<file path="src/pwm_event_pkg.sv">
// Functional notes
// With the comparator B up-count trigger enable set, a counter match on B while counting up emits a trigger pulse; cleared, it emits none.
// Enable bit 11 gates a trigger pulse on a comparator A match while counting down.
// Enable bit 10 gates a trigger pulse on a comparator A match while counting up.
// Enable bit 9 gates a trigger pulse on counter equal to load, bit 8 on counter equal to zero.
// Enable bit 5 gates the raw interrupt source for a comparator B match while counting down.
// Enable bit 4 gates the raw interrupt source for a comparator B match while counting up.
// Enable bit 3 gates the raw interrupt source for a comparator A match while counting down.
// Enable bit 2 gates the raw interrupt source for a comparator A match while counting up.
// Enable bit 1 gates the raw interrupt on counter equal to load, bit 0 on counter equal to zero.
// Software must not rely on reserved bits 7 to 6 and keeps them unchanged in read-modify-write.
// Any mix of enabled trigger events is merged onto the one trigger output with no source indication.
// Each enabled interrupt event latches a raw status bit, cleared by writing 1 to its status-and-clear bit.
// Each trigger pulse lasts exactly one clock cycle and follows the enabled match.
// The interrupt line is high while any latched status bit is set together with its enable bit.
package pwm_event_pkg;

  // Register byte addresses
  localparam int ADDR_W = 12;
  localparam logic [11:0] ENABLE_OFFSET = 12'h044;
  localparam logic [11:0] RAW_OFFSET = 12'h048;
  localparam logic [11:0] STATUS_OFFSET = 12'h04c;

  // Event index, equal to the interrupt enable bit position
  localparam int NUM_EVENTS = 6;
  localparam int EV_ZERO = 0;
  localparam int EV_LOAD = 1;
  localparam int EV_A_UP = 2;
  localparam int EV_A_DOWN = 3;
  localparam int EV_B_UP = 4;
  localparam int EV_B_DOWN = 5;

  // Field positions in the enable register
  localparam int IRQ_EN_LSB = 0;
  localparam int TRIG_EN_LSB = 8;
  localparam logic [31:0] ENABLE_WRITE_MASK = 32'h00003f3f;
  localparam logic [31:0] ENABLE_RESET = 32'h00000000;
  localparam logic [5:0] STATUS_RESET = 6'h00;

  // Bus responses
  localparam logic [1:0] RESP_OKAY = 2'h0;
  localparam logic [1:0] RESP_SLVERR = 2'h2;

endpackage : pwm_event_pkg

</file>
<file path="src/pwm_axil_slave.sv">
// AXI4-Lite handshake engine; the register decode lives in the parent
module pwm_axil_slave
(
  // Clock and reset
  input wire logic clk,
  input wire logic rst,
  input wire logic ce,
  // Write channels
  input wire logic awvalid,
  output logic awready,
  input wire logic [11:0] awaddr,
  input wire logic wvalid,
  output logic wready,
  input wire logic [31:0] wdata,
  input wire logic [3:0] wstrb,
  output logic bvalid,
  input wire logic bready,
  output logic [1:0] bresp,
  // Read channels
  input wire logic arvalid,
  output logic arready,
  output logic rvalid,
  input wire logic rready,
  output logic [31:0] rdata,
  output logic [1:0] rresp,
  // Register side
  output logic wr_go,
  output logic [11:0] wr_addr,
  output logic [31:0] wr_data,
  output logic [3:0] wr_strb,
  input wire logic wr_ok,
  output logic rd_go,
  input wire logic [31:0] rd_value,
  input wire logic rd_ok
);

  logic have_aw_reg;
  logic have_w_reg;
  logic have_aw_next;
  logic have_w_next;
  logic bvalid_next;
  logic rvalid_next;
  logic aw_take;
  logic w_take;

  // Address and data are taken in either order, then written together
  always_comb
  begin
    aw_take = awvalid && awready;
    w_take = wvalid && wready;
    wr_go = have_aw_reg && have_w_reg && !bvalid;
    have_aw_next = (have_aw_reg || aw_take) && !wr_go;
    have_w_next = (have_w_reg || w_take) && !wr_go;
    bvalid_next = wr_go || (bvalid && !bready);
    rd_go = arvalid && arready;
    rvalid_next = rd_go || (rvalid && !rready);
  end

  // Write side state; readies stay low until the response is taken
  always_ff @(posedge clk or posedge rst)
  begin
    if (rst)
    begin
      have_aw_reg <= 1'b0;
      have_w_reg <= 1'b0;
      awready <= 1'b0;
      wready <= 1'b0;
      bvalid <= 1'b0;
      bresp <= 2'h0;
      wr_addr <= 12'h000;
      wr_data <= 32'h00000000;
      wr_strb <= 4'h0;
    end
    else if (ce)
    begin
      have_aw_reg <= have_aw_next;
      have_w_reg <= have_w_next;
      awready <= !have_aw_next && !bvalid_next;
      wready <= !have_w_next && !bvalid_next;
      bvalid <= bvalid_next;
      if (wr_go)
        bresp <= wr_ok ? pwm_event_pkg::RESP_OKAY : pwm_event_pkg::RESP_SLVERR;
      if (aw_take)
        wr_addr <= awaddr;
      if (w_take)
      begin
        wr_data <= wdata;
        wr_strb <= wstrb;
      end
    end
  end

  // Read side: data is captured when the address is taken
  always_ff @(posedge clk or posedge rst)
  begin
    if (rst)
    begin
      arready <= 1'b0;
      rvalid <= 1'b0;
      rdata <= 32'h00000000;
      rresp <= 2'h0;
    end
    else if (ce)
    begin
      arready <= !rvalid_next;
      rvalid <= rvalid_next;
      if (rd_go)
      begin
        rdata <= rd_value;
        rresp <= rd_ok ? pwm_event_pkg::RESP_OKAY : pwm_event_pkg::RESP_SLVERR;
      end
    end
  end

endmodule : pwm_axil_slave

</file>
<file path="src/pwm_event_latch.sv">
// Sticky event bits; a set in the same cycle as a clear wins
module pwm_event_latch
(
  // Clock and reset
  input wire logic clk,
  input wire logic rst,
  input wire logic ce,
  // Set and clear per bit
  input wire logic [5:0] set_bits,
  input wire logic [5:0] clr_bits,
  // Latched state
  output logic [5:0] q
);

  genvar i;
  generate
    for (i = 0; i < pwm_event_pkg::NUM_EVENTS; i++)
    begin : g_bit
      // Set has priority so an event arriving during a clear is kept
      always_ff @(posedge clk or posedge rst)
      begin
        if (rst)
          q[i] <= pwm_event_pkg::STATUS_RESET[i];
        else if (ce)
        begin
          if (set_bits[i])
            q[i] <= 1'b1;
          else if (clr_bits[i])
            q[i] <= 1'b0;
        end
      end
    end
  endgenerate

endmodule : pwm_event_latch

</file>
<file path="src/pwm_event_select.sv">
// Routes PWM counter events to the converter trigger and the interrupt
module pwm_event_select
(
  // Clock, reset and clock enable
  input wire logic CLK,
  input wire logic RST,
  input wire logic CE,
  // Counter events, one-cycle pulses from the counter logic
  input wire logic EV_COUNT_ZERO,
  input wire logic EV_COUNT_LOAD,
  input wire logic EV_CMP_A_UP,
  input wire logic EV_CMP_A_DOWN,
  input wire logic EV_CMP_B_UP,
  input wire logic EV_CMP_B_DOWN,
  // Converter trigger and interrupt
  output logic TRIGGER,
  output logic IRQ,
  // AXI4-Lite write address
  input wire logic AWVALID,
  output logic AWREADY,
  input wire logic [11:0] AWADDR,
  input wire logic [2:0] AWPROT,
  // AXI4-Lite write data
  input wire logic WVALID,
  output logic WREADY,
  input wire logic [31:0] WDATA,
  input wire logic [3:0] WSTRB,
  // AXI4-Lite write response
  output logic BVALID,
  input wire logic BREADY,
  output logic [1:0] BRESP,
  // AXI4-Lite read address
  input wire logic ARVALID,
  output logic ARREADY,
  input wire logic [11:0] ARADDR,
  input wire logic [2:0] ARPROT,
  // AXI4-Lite read data
  output logic RVALID,
  input wire logic RREADY,
  output logic [31:0] RDATA,
  output logic [1:0] RRESP
);

  logic [31:0] event_irq_trigger_enable_reg;
  logic [31:0] enable_next;
  logic [31:0] strb_mask;
  logic [5:0] ev_vec;
  logic [5:0] irq_en;
  logic [5:0] trig_en;
  logic [5:0] raw_status;
  logic [5:0] raw_set;
  logic [5:0] raw_clr;
  logic [5:0] masked_status;
  logic wr_go;
  logic [11:0] wr_addr;
  logic [31:0] wr_data;
  logic [3:0] wr_strb;
  logic wr_ok;
  logic wr_enable_hit;
  logic wr_status_hit;
  logic rd_go;
  logic [31:0] rd_value;
  logic rd_ok;

  // Gather the event pulses in enable-bit order
  always_comb
  begin
    ev_vec = '0;
    ev_vec[pwm_event_pkg::EV_ZERO] = EV_COUNT_ZERO;
    ev_vec[pwm_event_pkg::EV_LOAD] = EV_COUNT_LOAD;
    ev_vec[pwm_event_pkg::EV_A_UP] = EV_CMP_A_UP;
    ev_vec[pwm_event_pkg::EV_A_DOWN] = EV_CMP_A_DOWN;
    ev_vec[pwm_event_pkg::EV_B_UP] = EV_CMP_B_UP;
    ev_vec[pwm_event_pkg::EV_B_DOWN] = EV_CMP_B_DOWN;
  end

  // Enable fields
  assign irq_en = event_irq_trigger_enable_reg[pwm_event_pkg::IRQ_EN_LSB +: 6];
  assign trig_en = event_irq_trigger_enable_reg[pwm_event_pkg::TRIG_EN_LSB +: 6];

  // Bus protocol engine
  pwm_axil_slave u_bus
  (
    .clk(CLK),
    .rst(RST),
    .ce(CE),
    .awvalid(AWVALID),
    .awready(AWREADY),
    .awaddr(AWADDR),
    .wvalid(WVALID),
    .wready(WREADY),
    .wdata(WDATA),
    .wstrb(WSTRB),
    .bvalid(BVALID),
    .bready(BREADY),
    .bresp(BRESP),
    .arvalid(ARVALID),
    .arready(ARREADY),
    .rvalid(RVALID),
    .rready(RREADY),
    .rdata(RDATA),
    .rresp(RRESP),
    .wr_go(wr_go),
    .wr_addr(wr_addr),
    .wr_data(wr_data),
    .wr_strb(wr_strb),
    .wr_ok(wr_ok),
    .rd_go(rd_go),
    .rd_value(rd_value),
    .rd_ok(rd_ok)
  );

  // Write decode; the raw register is read-only so a write there is refused
  always_comb
  begin
    strb_mask = {{8{wr_strb[3]}}, {8{wr_strb[2]}}, {8{wr_strb[1]}}, {8{wr_strb[0]}}};
    wr_enable_hit = wr_go && (wr_addr == pwm_event_pkg::ENABLE_OFFSET);
    wr_status_hit = wr_go && (wr_addr == pwm_event_pkg::STATUS_OFFSET);
    wr_ok = (wr_addr == pwm_event_pkg::ENABLE_OFFSET) ||
            (wr_addr == pwm_event_pkg::STATUS_OFFSET);
    enable_next = ((event_irq_trigger_enable_reg & ~strb_mask) | (wr_data & strb_mask)) &
                  pwm_event_pkg::ENABLE_WRITE_MASK;
  end

  // Enable register; reserved bits are never stored, so they read zero
  always_ff @(posedge CLK or posedge RST)
  begin
    if (RST)
      event_irq_trigger_enable_reg <= pwm_event_pkg::ENABLE_RESET;
    else if (CE && wr_enable_hit)
      event_irq_trigger_enable_reg <= enable_next;
  end

  // Only enabled events latch; write-one clears the status-and-clear view
  always_comb
  begin
    raw_set = ev_vec & irq_en;
    raw_clr = wr_status_hit && wr_strb[0] ? wr_data[5:0] : 6'h00;
  end

  // Sticky raw interrupt status
  pwm_event_latch u_raw
  (
    .clk(CLK),
    .rst(RST),
    .ce(CE),
    .set_bits(raw_set),
    .clr_bits(raw_clr),
    .q(raw_status)
  );

  // Status seen by the controller is the raw status under its enable
  assign masked_status = raw_status & irq_en;

  // Read decode, captured by the slave when the address is taken
  always_comb
  begin
    rd_value = 32'h00000000;
    rd_ok = 1'b1;
    unique case (ARADDR)
      pwm_event_pkg::ENABLE_OFFSET: rd_value = event_irq_trigger_enable_reg;
      pwm_event_pkg::RAW_OFFSET: rd_value = {26'h0000000, raw_status};
      pwm_event_pkg::STATUS_OFFSET: rd_value = {26'h0000000, masked_status};
      default: rd_ok = 1'b0;
    endcase
  end

  // Trigger is registered so the pin is glitch free; it costs one cycle of latency
  always_ff @(posedge CLK or posedge RST)
  begin
    if (RST)
      TRIGGER <= 1'b0;
    else if (CE)
      TRIGGER <= |(ev_vec & trig_en);
  end

  // Level interrupt follows the masked latched status
  always_ff @(posedge CLK or posedge RST)
  begin
    if (RST)
      IRQ <= 1'b0;
    else if (CE)
      IRQ <= |masked_status;
  end
endmodule : pwm_event_select

</file>
<file path="config.mk">
export PLATFORM = sky130hd
export DESIGN_NAME = pwm_event_select
export DESIGN_NICKNAME = d
export VERILOG_FILES = /design/src/pwm_event_pkg.sv /design/src/pwm_axil_slave.sv /design/src/pwm_event_latch.sv /design/src/pwm_event_select.sv
export SDC_FILE = /design/constraint.sdc
export NUM_CORES = 1
export LEC_CHECK = 0
export BUFFER_PORTS_ARGS = -buffer_cell sky130_fd_sc_hd__buf_2
export CORE_AREA = 2 2 86 88
export CTS_CLUSTER_DIAMETER = 100
export DETAILED_ROUTE_END_ITERATION = 8
export DIE_AREA = 0 0 88 90
export MAX_ROUTING_LAYER = met4
export PLACE_DENSITY = 0.84
export SETUP_SLACK_MARGIN = 0.1
export SLEW_MARGIN = 15
export SYNTH_ARGS = -nofsm -noshare
export SYNTH_HDL_FRONTEND = slang
export SYNTH_SLANG_ARGS = --single-unit
</file>
<file path="constraint.sdc">
create_clock -name CLK -period 2 [get_ports CLK]
set_input_delay 0.2 -clock CLK [delete_from_list [all_inputs] [get_ports CLK]]
set_output_delay 0.2 -clock CLK [all_outputs]
set_load 0.005 [all_outputs]
</file>
* After elaboration in Yosys (flattened, before gate mapping) *
Cells that the tools add are included.

word-level totals
  register bits = 91
  output and inout bits = 43

cells by class
  equality and inequality tests = 5
  multiplexer cells = 17
  bitwise gates (word level) = 7
  reductions and logical operators = 47

operators with widths
  kind                                                   number
  equality test 12 x 7 -> 1 bit (second input constant)  5
  case mux 14 bit (3 select lines)                       1
  bitwise AND 14 bit                                     2
  AND reduction 2 bit                                    10
  bitwise AND 6 bit                                      3
  logical AND 1 bit                                      15
  NOT 14 bit                                             1
  OR 14 bit                                              1
  two-way mux 1 bit                                      13
  nonzero test 2 bit                                     6
  OR reduction 6 bit                                     2
  zero test 1 bit                                        8
  two-way mux 6 bit                                      1
  logical OR 1 bit                                       5
  two-way mux 2 bit                                      2
  OR reduction 3 bit                                     1

* Longest topological paths before layout *
Gate-level depths: netlist of run 1.

  depth after elaboration = 7
  mapped depth = 5
  depth with buffers taken out = 4

* By module *
A second synthesis of run 1 with hierarchy kept.

unflattened totals
  cells, all modules = 323
  area, all modules = 4618.2 µm²

by module, submodules not included
  module            times used  cells an instance  area each (µm²)
  pwm_axil_slave    1           210                3438.3
  pwm_event_select  1           93                 937.1
  pwm_event_latch   1           20                 242.7

* Worst setup path after synthesis of run 1 *
Ideal clock, no wire load.

  path type = flip-flop to flip-flop
  from = reg u_bus.bvalid
  to = reg (tool-made name)
  arrival time = 1718 ps
  slack = 157 ps
  cell stages (with the launch flop) = 6
  buffers on the path = 1
  path through = dfrtp_1 -> and4b_1 -> clkbuf_1 -> nand4_1 -> nor3b_2 -> mux2_2

RTL lines
  what                    line                  source
  start, declared         pwm_axil_slave.sv:16  output logic bvalid,
  start signal, assigned  pwm_axil_slave.sv:80  bvalid <= bvalid_next;

==> metrics.csv, run 1 <==
stage,metric,value,unit
clocking,# H-tree levels,3,
worst_setup_path,crit path max fanout,6,
floorplanning,core footprint,0.00702,mm^2
cells_and_area,FF+latch area,0.00168,mm^2
sta,fmax,575,MHz
status,status,completed,
cells_and_area,"non-filler cells, final",424,
clocking,Clock Tree Root,clkbuf_8,
logic_synthesis,share of synthesized area occupied by flip-flops and latches,56.9,%
clocking,clk sink count,67,
cells_and_area,share of layout cells above drive strength 1,42.8,%
job,max cap viols,0,
floorplanning,Initial Util,42.0,%
logic_synthesis,Mapped Cells,237,
sta,skew final,0.00749,ns
sta,total negative slack,0,ns
power,VDD IR max,0.673,mV
sta,crit path time final,1.74,ns
floorplanning,Die X,88,um
logic_synthesis,"FFs w/ async S/R, synth",100,%
clocking,postcts setup bufs,0,
global_route,grt met2 use,25.4,%
cells_and_area,Antenna Diode Count,0,
logic_synthesis,synth warn,0,
cells_and_area,area of the multi-input gates,0.00115,mm^2
routing,Pre-Repair DR Iteration Count,4,
logic_synthesis,Mapped Area,0.00295,mm^2
floorplanning,cell row count,31,
logic_synthesis,top-area cell type share of the netlist area,56.9,%
logic_synthesis,most frequent cell after synthesis,dfrtp_1,
sta,"Setup violations, final",0,
worst_setup_path,flop2flop setup slack,0.26,ns
routing,DRT Wirelength,6.07,mm
logic_synthesis,"EDFF count, synth",0,
sta,worst rel slew slack,53.9,%
worst_setup_path,critical path required time,2.21,ns
global_route,busiest layer in global routing,met2,
logic_synthesis,ranking of synthesized cells by area,"dfrtp_1, mux2_2, buf_4",
place,placed insts,408,
logic_synthesis,top_reg_cell synth,dfrtp_1,
clocking,worst-skew pair later-pin latency,0.33,ns
global_route,M1 GR Usage,21.1,%
clocking,TritonCTS clock tree,done,
global_route,initial antenna violation count,0,
cells_and_area,Fill cells,619,
min_path,Tightest Hold Check Type,in -> reg,
worst_setup_path,Worst setup EP type,flip-flop,
power,Cell Pwr Density,1030,mW/mm^2
routing,# DRC,0,
global_route,met3 Use GR,4.96,%
floorplanning,I/O pin count,123,
sta,actual slew at the worst max-slew pin,0.690,ns
worst_setup_path,Startpoint Class,flip-flop,
floorplanning,Vert. Die Dim,90,um
clocking,CTS Buf Count,9,
routing,drt wl/cell,14.3,um
routing,Starting DRT DRC Count,182,
worst_setup_path,Worst Setup Path Type,reg -> reg,
sta,max-slew violation count,0,
routing,via count,2062,
sta,RSZ-0062 raised after global routing,no,
clocking,"Clk pin slew, worst setup/hold paths",0.07,ns
logic_synthesis,synth unique cells,31,
routing,Routed Antenna Nets,0,
sta,worst hold slack,0.0962,ns
floorplanning,Die Area,0.00792,mm^2
clocking,deepest clock path buffer count,2,
power,Lkg Pwr,1.81,nW
sta,"Hold Vio Cnt, Final",0,
global_route,aggregate global routing overflow,0,
global_route,number of global-route vias before repair,2047,
place,port bufs,72,
logic_synthesis,Post-synth top cells,"dfrtp_1, mux2_2, buf_4",
routing,DR vias/cell,4.86,
global_route,first-pass GRT wire length,9.96,mm
global_route,pin count of the biggest net entering global routing,31,
logic_synthesis,"area leader, netlist",dfrtp_1,
place,Placer Congestion,0.804,
cells_and_area,Layout area overhead,22.3,%
sta,period utilisation layout,87.0,%
global_route,total track usage,16.8,%
place,hpwl dp,4.72,mm
cells_and_area,net total in the final layout,401,
logic_synthesis,Mean Syn Cell Area,12.4,um^2
worst_setup_path,Critical Path AT,1.95,ns
logic_synthesis,#FFs+latches synth,67,
-- cells by family after synthesis --
family                 Yosys count  synth area share, %
DFF                             67                 56.9
AOI/OAI and AO/OA               36                 8.92
muxes                           39                 14.9
other                            1                0.127
and+or+nand+nor                 58                 11.8
buffers and inverters           36                 7.39
-- area by class of cell --
cell class              instances  area share, %
repair buffers                 81           11.9
well taps                      99           3.44
inverters                       7          0.729
flip-flops and latches         67           46.5
clock inverters                 2          0.972
clock buffers                  13           4.41
multi-input cells             155           32.0
-- report_power, final --
| group | internal, mW | total [mW] | switching, mW |
|---|---|---|---|
| clock | 0.637 | 1.10 | 0.467 |
| combinational | 0.404 | 0.684 | 0.280 |
| sequential | 1.69 | 1.94 | 0.243 |
-- repair_timing --
action,4_1_cts,5_1_grt
hold buffers,1,0
gates resized for setup,1,2
endpoints found under the setup margin,12,12
pin swaps,0,1
hold endpoints to repair,28,0
-- path summary, 6_finish.rpt --
path | from | end | cells past startpoint
max | u_bus.wr_addr[4] | flip-flop | 5
min | AWADDR[1] | u_bus.wr_addr[1] | 2
max reg2reg | u_bus.wr_addr[4] | flip-flop | 5
min reg2reg | u_bus.rdata[5] | u_bus.rdata[5] | 1
max in group asynchronous | RST | u_bus.arready | 4
min in group asynchronous | RST | u_bus.wr_addr[1] | 3
-- through the flow --
step	setup WS, ns	util [%]	cell area (um^2)	total power, mW
floorplan	0.117	-	3030	2.39
global placement	0.0851	48.1	3380	2.55
detailed placement	0.0560	48.1	3380	2.61
CTS	0.182	51.1	3590	3.73
global route	0.108	51.3	3600	3.95
finish	0.261	51.3	3600	3.72
-- per-layer routing --
layer | routed length [um] | share of wire [%]
met1 | 2570 | 42
met2 | 2940 | 48
met3 | 439 | 7.2
met4 | 115 | 1.9
met5 | 0 | 0
-- critical path, stage by stage, from the launching register on --
cell	delay, ns
dfrtp_1	0.39
nor4b_2	0.33
nand4_1	0.21
nor3b_2	0.19
buf_4	0.17
mux2_2	0.34
-- cells in the final DEF, fill, tap and decap left out, drive strengths merged --
master       Yosys  layout
nand2b          14      14
a22oi            7       7
a21o             1       1
conb             1      22
o21a             1       1
and4b            1       1
dlygate4sd3      0       1
nor3b            4       4
nand2           16      16
bufinv           0       1
mux2            39      39
nand4            2       2
o21ai            8       8
clkinv           0       1
a22o             6       6
nor4b            1       1
clkbuf           4      13
a32o             6       6
dfrtp           67      67
inv              7       7
nand3           11      11
a21oi            5       5
or4              3       3
nor2             4       4
a41oi            2       2
buf             25      80
nor4             1       1
and2             1       1
No activity file was read; power rests on OpenSTA's default activity.
==> inputs of run 2 (changes only) <==
==> constraint.sdc (replaced) <==
create_clock -name CLK -period 2 [get_ports CLK]
set_input_delay 0.5 -clock CLK [delete_from_list [all_inputs] [get_ports CLK]]
set_output_delay 0.5 -clock CLK [all_outputs]
set_load 0.005 [all_outputs]
==> metrics.csv, run 2 (same netlist as run 1, synthesis figures left out) <==
stage,metric,value,unit,change
sta,"Hold Vio Cnt, Final",0,,unchanged
floorplanning,cell row count,31,,unchanged
routing,Starting DRT DRC Count,137,,-25%
global_route,pin count of the biggest net entering global routing,32,,+3.2%
min_path,Tightest Hold Check Type,in -> async,,
clocking,cts hold-fix bufs,0,,-1
job,max cap viols,0,,unchanged
floorplanning,Vert. Die Dim,90,um,unchanged
clocking,post-cts repair resize count,0,,-1
cells_and_area,share of layout cells above drive strength 1,43.6,%,+0.79 points
worst_setup_path,Critical Path AT,2.14,ns,+0.19 ns
sta,"Setup violations, final",0,,unchanged
sta,skew final,0.00788,ns,+0.000380 ns
cells_and_area,Antenna Diode Count,0,,unchanged
worst_setup_path,Worst Setup EP,u_bus.rdata[12],,
status,status,completed,,
worst_setup_path,R2R Path Start,u_bus.wr_addr[7],,
routing,drt wl/cell,14.0,um,-1.9%
cells_and_area,post-route cell area,0.00364,mm^2,+0.90%
floorplanning,core footprint,0.00702,mm^2,unchanged
routing,Met2 Wirelength,2.85,mm,-3.1%
routing,Pre-Repair DR Iteration Count,7,,+3
routing,via count,2074,,+0.58%
global_route,number of global-route vias before repair,2049,,+0.098%
routing,Met1 Wirelength,2.52,mm,-2.2%
clocking,worst-skew pair later-pin latency,0.34,ns,about the same
clocking,Clock Tree Root,clkbuf_8,,
place,Placer Congestion,0.802,,-0.31%
power,Cell Pwr Density,1030,mW/mm^2,-0.16%
floorplanning,Die Area,0.00792,mm^2,unchanged
clocking,# H-tree levels,3,,unchanged
power,Lkg Pwr,1.82,nW,+0.58%
global_route,first-pass GRT wire length,9.78,mm,-1.8%
worst_setup_path,critical path required time,2.27,ns,+0.06 ns
cells_and_area,net total in the final layout,402,,+0.25%
routing,DRT Wirelength,5.97,mm,-1.7%
power,total power,3.75,mW,+0.74%
clocking,CTS Buf Count,9,,unchanged
routing,DR top layer,met4,,
power,VDD IR max,0.701,mV,+4.2%
cells_and_area,Layout area overhead,23.4,%,
worst_setup_path,crit path max fanout,6,,unchanged
clocking,deepest clock path buffer count,2,,unchanged
global_route,total track usage,16.7,%,-0.039 points
sta,crit path time final,1.86,ns,+0.124 ns
routing,# DRC,0,,unchanged
worst_setup_path,Startpoint Class,primary input,,
global_route,aggregate global routing overflow,0,,unchanged
clocking,clk sink count,67,,unchanged
routing,DR vias/cell,4.88,,+0.35%
routing,Met3 Routed Length,413,um,-5.9%
cells_and_area,"commonest non-fill, non-tap cell in the layout",buf_2,,
sta,max-slew violation count,0,,unchanged
routing,Routed Antenna Nets,0,,unchanged
sta,RSZ-0062 raised after global routing,yes,,
clocking,postcts setup bufs,0,,unchanged
cells_and_area,"commonest cells after routing, fill and taps aside","buf_2, dfrtp_1, mux2_2",,
worst_setup_path,Register-to-Register Path Depth,5,,unchanged
place,placed instance area,0.00341,mm^2,+0.93%
worst_setup_path,flop2flop setup slack,0.26,ns,about the same
clocking,"Clk pin slew, worst setup/hold paths",0.07,ns,about the same
worst_setup_path,CP startpoint,ARADDR[10],,
worst_setup_path,Worst setup EP type,flip-flop,,
floorplanning,Die X,88,um,unchanged
cells_and_area,Final Util,51.8,%,+0.46 points
floorplanning,I/O pin count,123,,unchanged
sta,fmax,537,MHz,-6.7%
place,hpwl dp,4.54,mm,-3.8%
sta,period utilisation layout,93.2,%,+6.2 points
worst_setup_path,Worst Setup Path Type,in -> reg,,
place,port bufs,72,,unchanged
global_route,initial antenna violation count,0,,unchanged
floorplanning,Initial Util,42.0,%,unchanged
clocking,TritonCTS clock tree,done,,
## run 2: changes by cell type in the layout (fill, tap and decap cells not counted), sizes merged
cell	delta
inv	-1
buf	+2
dlygate4sd3	-1
clkinvlp	+1
## run 2: worst min-delay path by stage
| stage | start | end | cells past startpoint |
|---|---|---|---|
| floorplan | u_bus.wr_strb[1] | u_bus.wr_strb[1] | 1 |
| global route | RST | u_bus.have_aw_reg | 2 |
| CTS | RST | u_bus.have_w_reg | 2 |
| detailed placement | u_bus.rdata[2] | u_bus.rdata[2] | 1 |
| finish | RST | u_bus.have_aw_reg | 2 |
| global placement | u_bus.bresp[1] | u_bus.bresp[1] | 1 |
## run 2: metal layers
| metal | GRT usage, % | up-vias |
|---|---|---|
| met1 | 20.2 | 990 |
| met5 | - | - |
| li1 | - | 975 |
| met3 | 4.50 | 15 |
| met2 | 25.1 | 94 |
| met4 | 9.23 | 0 |
## run 2: critical path: stages
cell	delay, ns
buf_6	0.09
or4_1	0.51
or4_4	0.57
nor3b_4	0.30
a22o_1	0.17
## run 2: per-stage QoR
stage	setup TNS (ns)	hold WS (ns)	cells	worst slack (ns)
detailed placement	-1.95	0.478	410	-0.223
CTS	0	0.146	425	0.103
global placement	-1.84	0.472	410	-0.208
finish	0	0.151	425	0.136
floorplan	-0.239	0.469	258	-0.0404
global route	0	0.164	425	0.0976
## run 2: layout make-up
class / instances / area, um^2
repair buffers: 82 / 454
clock inverters: 2 / 35.0
well taps: 99 / 124
inverters: 7 / 30.0
clock buffers: 13 / 159
fillers: 641 / 3380
flip-flops and latches: 67 / 1680
multi-input cells: 155 / 1160
## run 2: where the power goes
part           total [mW]  internal [mW]  switching (mW)  leakage (nW)
registers            1.94           1.69           0.250         0.857
logic               0.701          0.414           0.286         0.864
clock network        1.11          0.636           0.471        0.0995
total                3.75           2.74            1.01          1.82
==> inputs of run 3 (changes only) <==
--- a/config.mk
+++ b/config.mk
@@ -12,6 +12,7 @@
 export DIE_AREA = 0 0 88 90
 export MAX_ROUTING_LAYER = met4
 export PLACE_DENSITY = 0.84
+export RECOVER_POWER = 25
 export SETUP_SLACK_MARGIN = 0.1
 export SLEW_MARGIN = 15
 export SYNTH_ARGS = -nofsm -noshare
==> metrics.csv, run 3 (same netlist as run 1, synthesis figures left out) <==
stage,metric,value,unit,change
status,status,completed,,
place,Placer Congestion,0.802,,unchanged
floorplanning,Die X,88,um,unchanged
routing,DRT Wirelength,5.98,mm,+0.22%
clocking,cts hold-fix bufs,0,,unchanged
worst_setup_path,crit path max fanout,6,,unchanged
cells_and_area,Fill cells,644,,+0.47%
sta,total negative slack,0,ns,unchanged
clocking,worst-skew pair later-pin latency,0.34,ns,about the same
cells_and_area,FF+latch area,0.00168,mm^2,unchanged
cells_and_area,Antenna Diode Count,0,,unchanged
global_route,first-pass GRT wire length,9.78,mm,unchanged
floorplanning,cell row count,31,,unchanged
clocking,clk sink count,67,,unchanged
cells_and_area,area of the multi-input gates,0.00116,mm^2,unchanged
power,combinational power share,18.6,%,about the same
power,Lkg Pwr,1.81,nW,-0.29%
worst_setup_path,Critical Path AT,2.14,ns,about the same
power,Sequential Power Share,51.9,%,about the same
floorplanning,core footprint,0.00702,mm^2,unchanged
cells_and_area,"commonest non-fill, non-tap cell in the layout",buf_2,,
power,clock share of power,29.5,%,about the same
worst_setup_path,Worst setup EP type,flip-flop,,
routing,DR top layer,met4,,
clocking,deepest clock path buffer count,2,,unchanged
cells_and_area,"non-filler cells, final",425,,unchanged
floorplanning,I/O pin count,123,,unchanged
power,Pint,2.74,mW,-0.13%
sta,period utilisation layout,93.1,%,about the same
global_route,initial antenna violation count,0,,unchanged
worst_setup_path,Worst Setup Path Type,in -> reg,,
power,Cell Pwr Density,1040,mW/mm^2,+0.37%
routing,DR vias/cell,4.88,,about the same
cells_and_area,"commonest cells after routing, fill and taps aside","buf_2, dfrtp_1, mux2_2",,
place,hpwl dp,4.54,mm,unchanged
global_route,total track usage,16.7,%,unchanged
floorplanning,Die Area,0.00792,mm^2,unchanged
clocking,TritonCTS clock tree,done,,
clocking,Clock Tree Root,clkbuf_8,,
cells_and_area,Layout area overhead,22.8,%,
global_route,aggregate global routing overflow,0,,unchanged
routing,Met2 Wirelength,2.88,mm,+0.95%
floorplanning,Initial Util,42.0,%,unchanged
floorplanning,Vert. Die Dim,90,um,unchanged
sta,RSZ-0062 raised after global routing,yes,,
sta,crit path time final,1.86,ns,-0.000778 ns
sta,skew final,0.00773,ns,-0.000149 ns
global_route,number of global-route vias before repair,2049,,unchanged
cells_and_area,post-route cell area,0.00362,mm^2,-0.48%
sta,actual slew at the worst max-slew pin,0.747,ns,
place,port bufs,72,,unchanged
power,total power,3.75,mW,-0.11%
routing,# DRC,0,,unchanged
cells_and_area,share of layout cells above drive strength 1,43.6,%,unchanged
routing,drt wl/cell,14.1,um,+0.22%
global_route,pin count of the biggest net entering global routing,32,,unchanged
sta,worst rel slew slack,49.9,%,
routing,Met3 Routed Length,419,um,+1.5%
min_path,Tightest Hold Check Type,in -> async,,
job,max cap viols,0,,unchanged
routing,via count,2073,,-0.048%
sta,"Hold Vio Cnt, Final",0,,unchanged
sta,fmax,537,MHz,about the same
cells_and_area,net total in the final layout,402,,unchanged
power,sw frac,26.9,%,about the same
clocking,CTS Buf Count,9,,unchanged
place,placed insts,410,,unchanged
clocking,"Clk pin slew, worst setup/hold paths",0.07,ns,about the same
worst_setup_path,critical path required time,2.28,ns,about the same
routing,Routed Antenna Nets,0,,unchanged
power,VDD IR max,0.702,mV,about the same
power,Psw,1.01,mW,about the same
routing,Starting DRT DRC Count,142,,+3.6%
worst_setup_path,Register-to-Register Path Depth,5,,unchanged
routing,Met1 Wirelength,2.52,mm,+0.20%
clocking,# H-tree levels,3,,unchanged
routing,Pre-Repair DR Iteration Count,7,,unchanged
sta,"Setup violations, final",0,,unchanged
worst_setup_path,Startpoint Class,primary input,,
sta,max-slew violation count,0,,unchanged
clocking,postcts setup bufs,0,,unchanged
place,placed instance area,0.00341,mm^2,unchanged
-- run 3: worst paths after layout --
kind	start	end	slack (ns)
max	ARADDR[10]	u_bus.rdata[12]	0.14
min	RST	u_bus.have_aw_reg	0.24
max reg2reg	u_bus.wr_addr[7]	flip-flop	0.26
min reg2reg	u_bus.rdata[2]	u_bus.rdata[2]	0.49
max in group asynchronous	RST	asynchronous set/reset pin	0.62
min in group CLK	WDATA[8]	u_bus.wr_data[8]	0.39
-- run 3: routing by layer --
metal	vias up	global-route usage [%]
met2	94	25.1
met1	992	20.2
met5	-	-
met4	0	9.23
met3	13	4.50
li1	974	-
-- run 3: timing repair --
item	4_1_cts	5_1_grt
gates resized for setup	0	5
setup endpoints to repair	0	18
endpoints found under the hold margin	0	0
-- run 3: power by group through the flow --
stage	Clock, mW	Combinational, mW	Sequential [mW]
final	1.11	0.697	1.95
after global routing	1.20	0.776	1.99
after CTS	1.13	0.699	1.91
after detailed placement	0	0.687	1.93
after global placement	0	0.654	1.91
after floorplan	0	0.521	1.87
-- run 3: stage by stage --
stage | hold slack (ns) | util [%] | setup WS [ns]
6_report | 0.239 | 51.5 | 0.137
3_5_place_dp | 0.478 | 48.6 | -0.223
4_1_cts | 0.146 | 51.3 | 0.103
3_3_place_gp | 0.472 | 48.6 | -0.208
2_1_floorplan | 0.469 | - | -0.0404
5_1_grt | 0.285 | 51.5 | 0.0976
-- run 3: cell type report --
| type | count | area share [%] |
|---|---|---|
| clock buffers | 13 | 4.39 |
| clock inverters | 2 | 0.968 |
| inverters | 7 | 0.761 |
| multi-input cells | 155 | 32.0 |
| flip-flops and latches | 67 | 46.3 |
| well taps | 99 | 3.42 |
| repair buffers | 82 | 12.1 |
-- run 3: critical path, stage by stage --
cell and delay (ns):
buf_6 0.09, or4_1 0.51, or4_4 0.57, nor3b_4 0.30
a22o_1 0.17
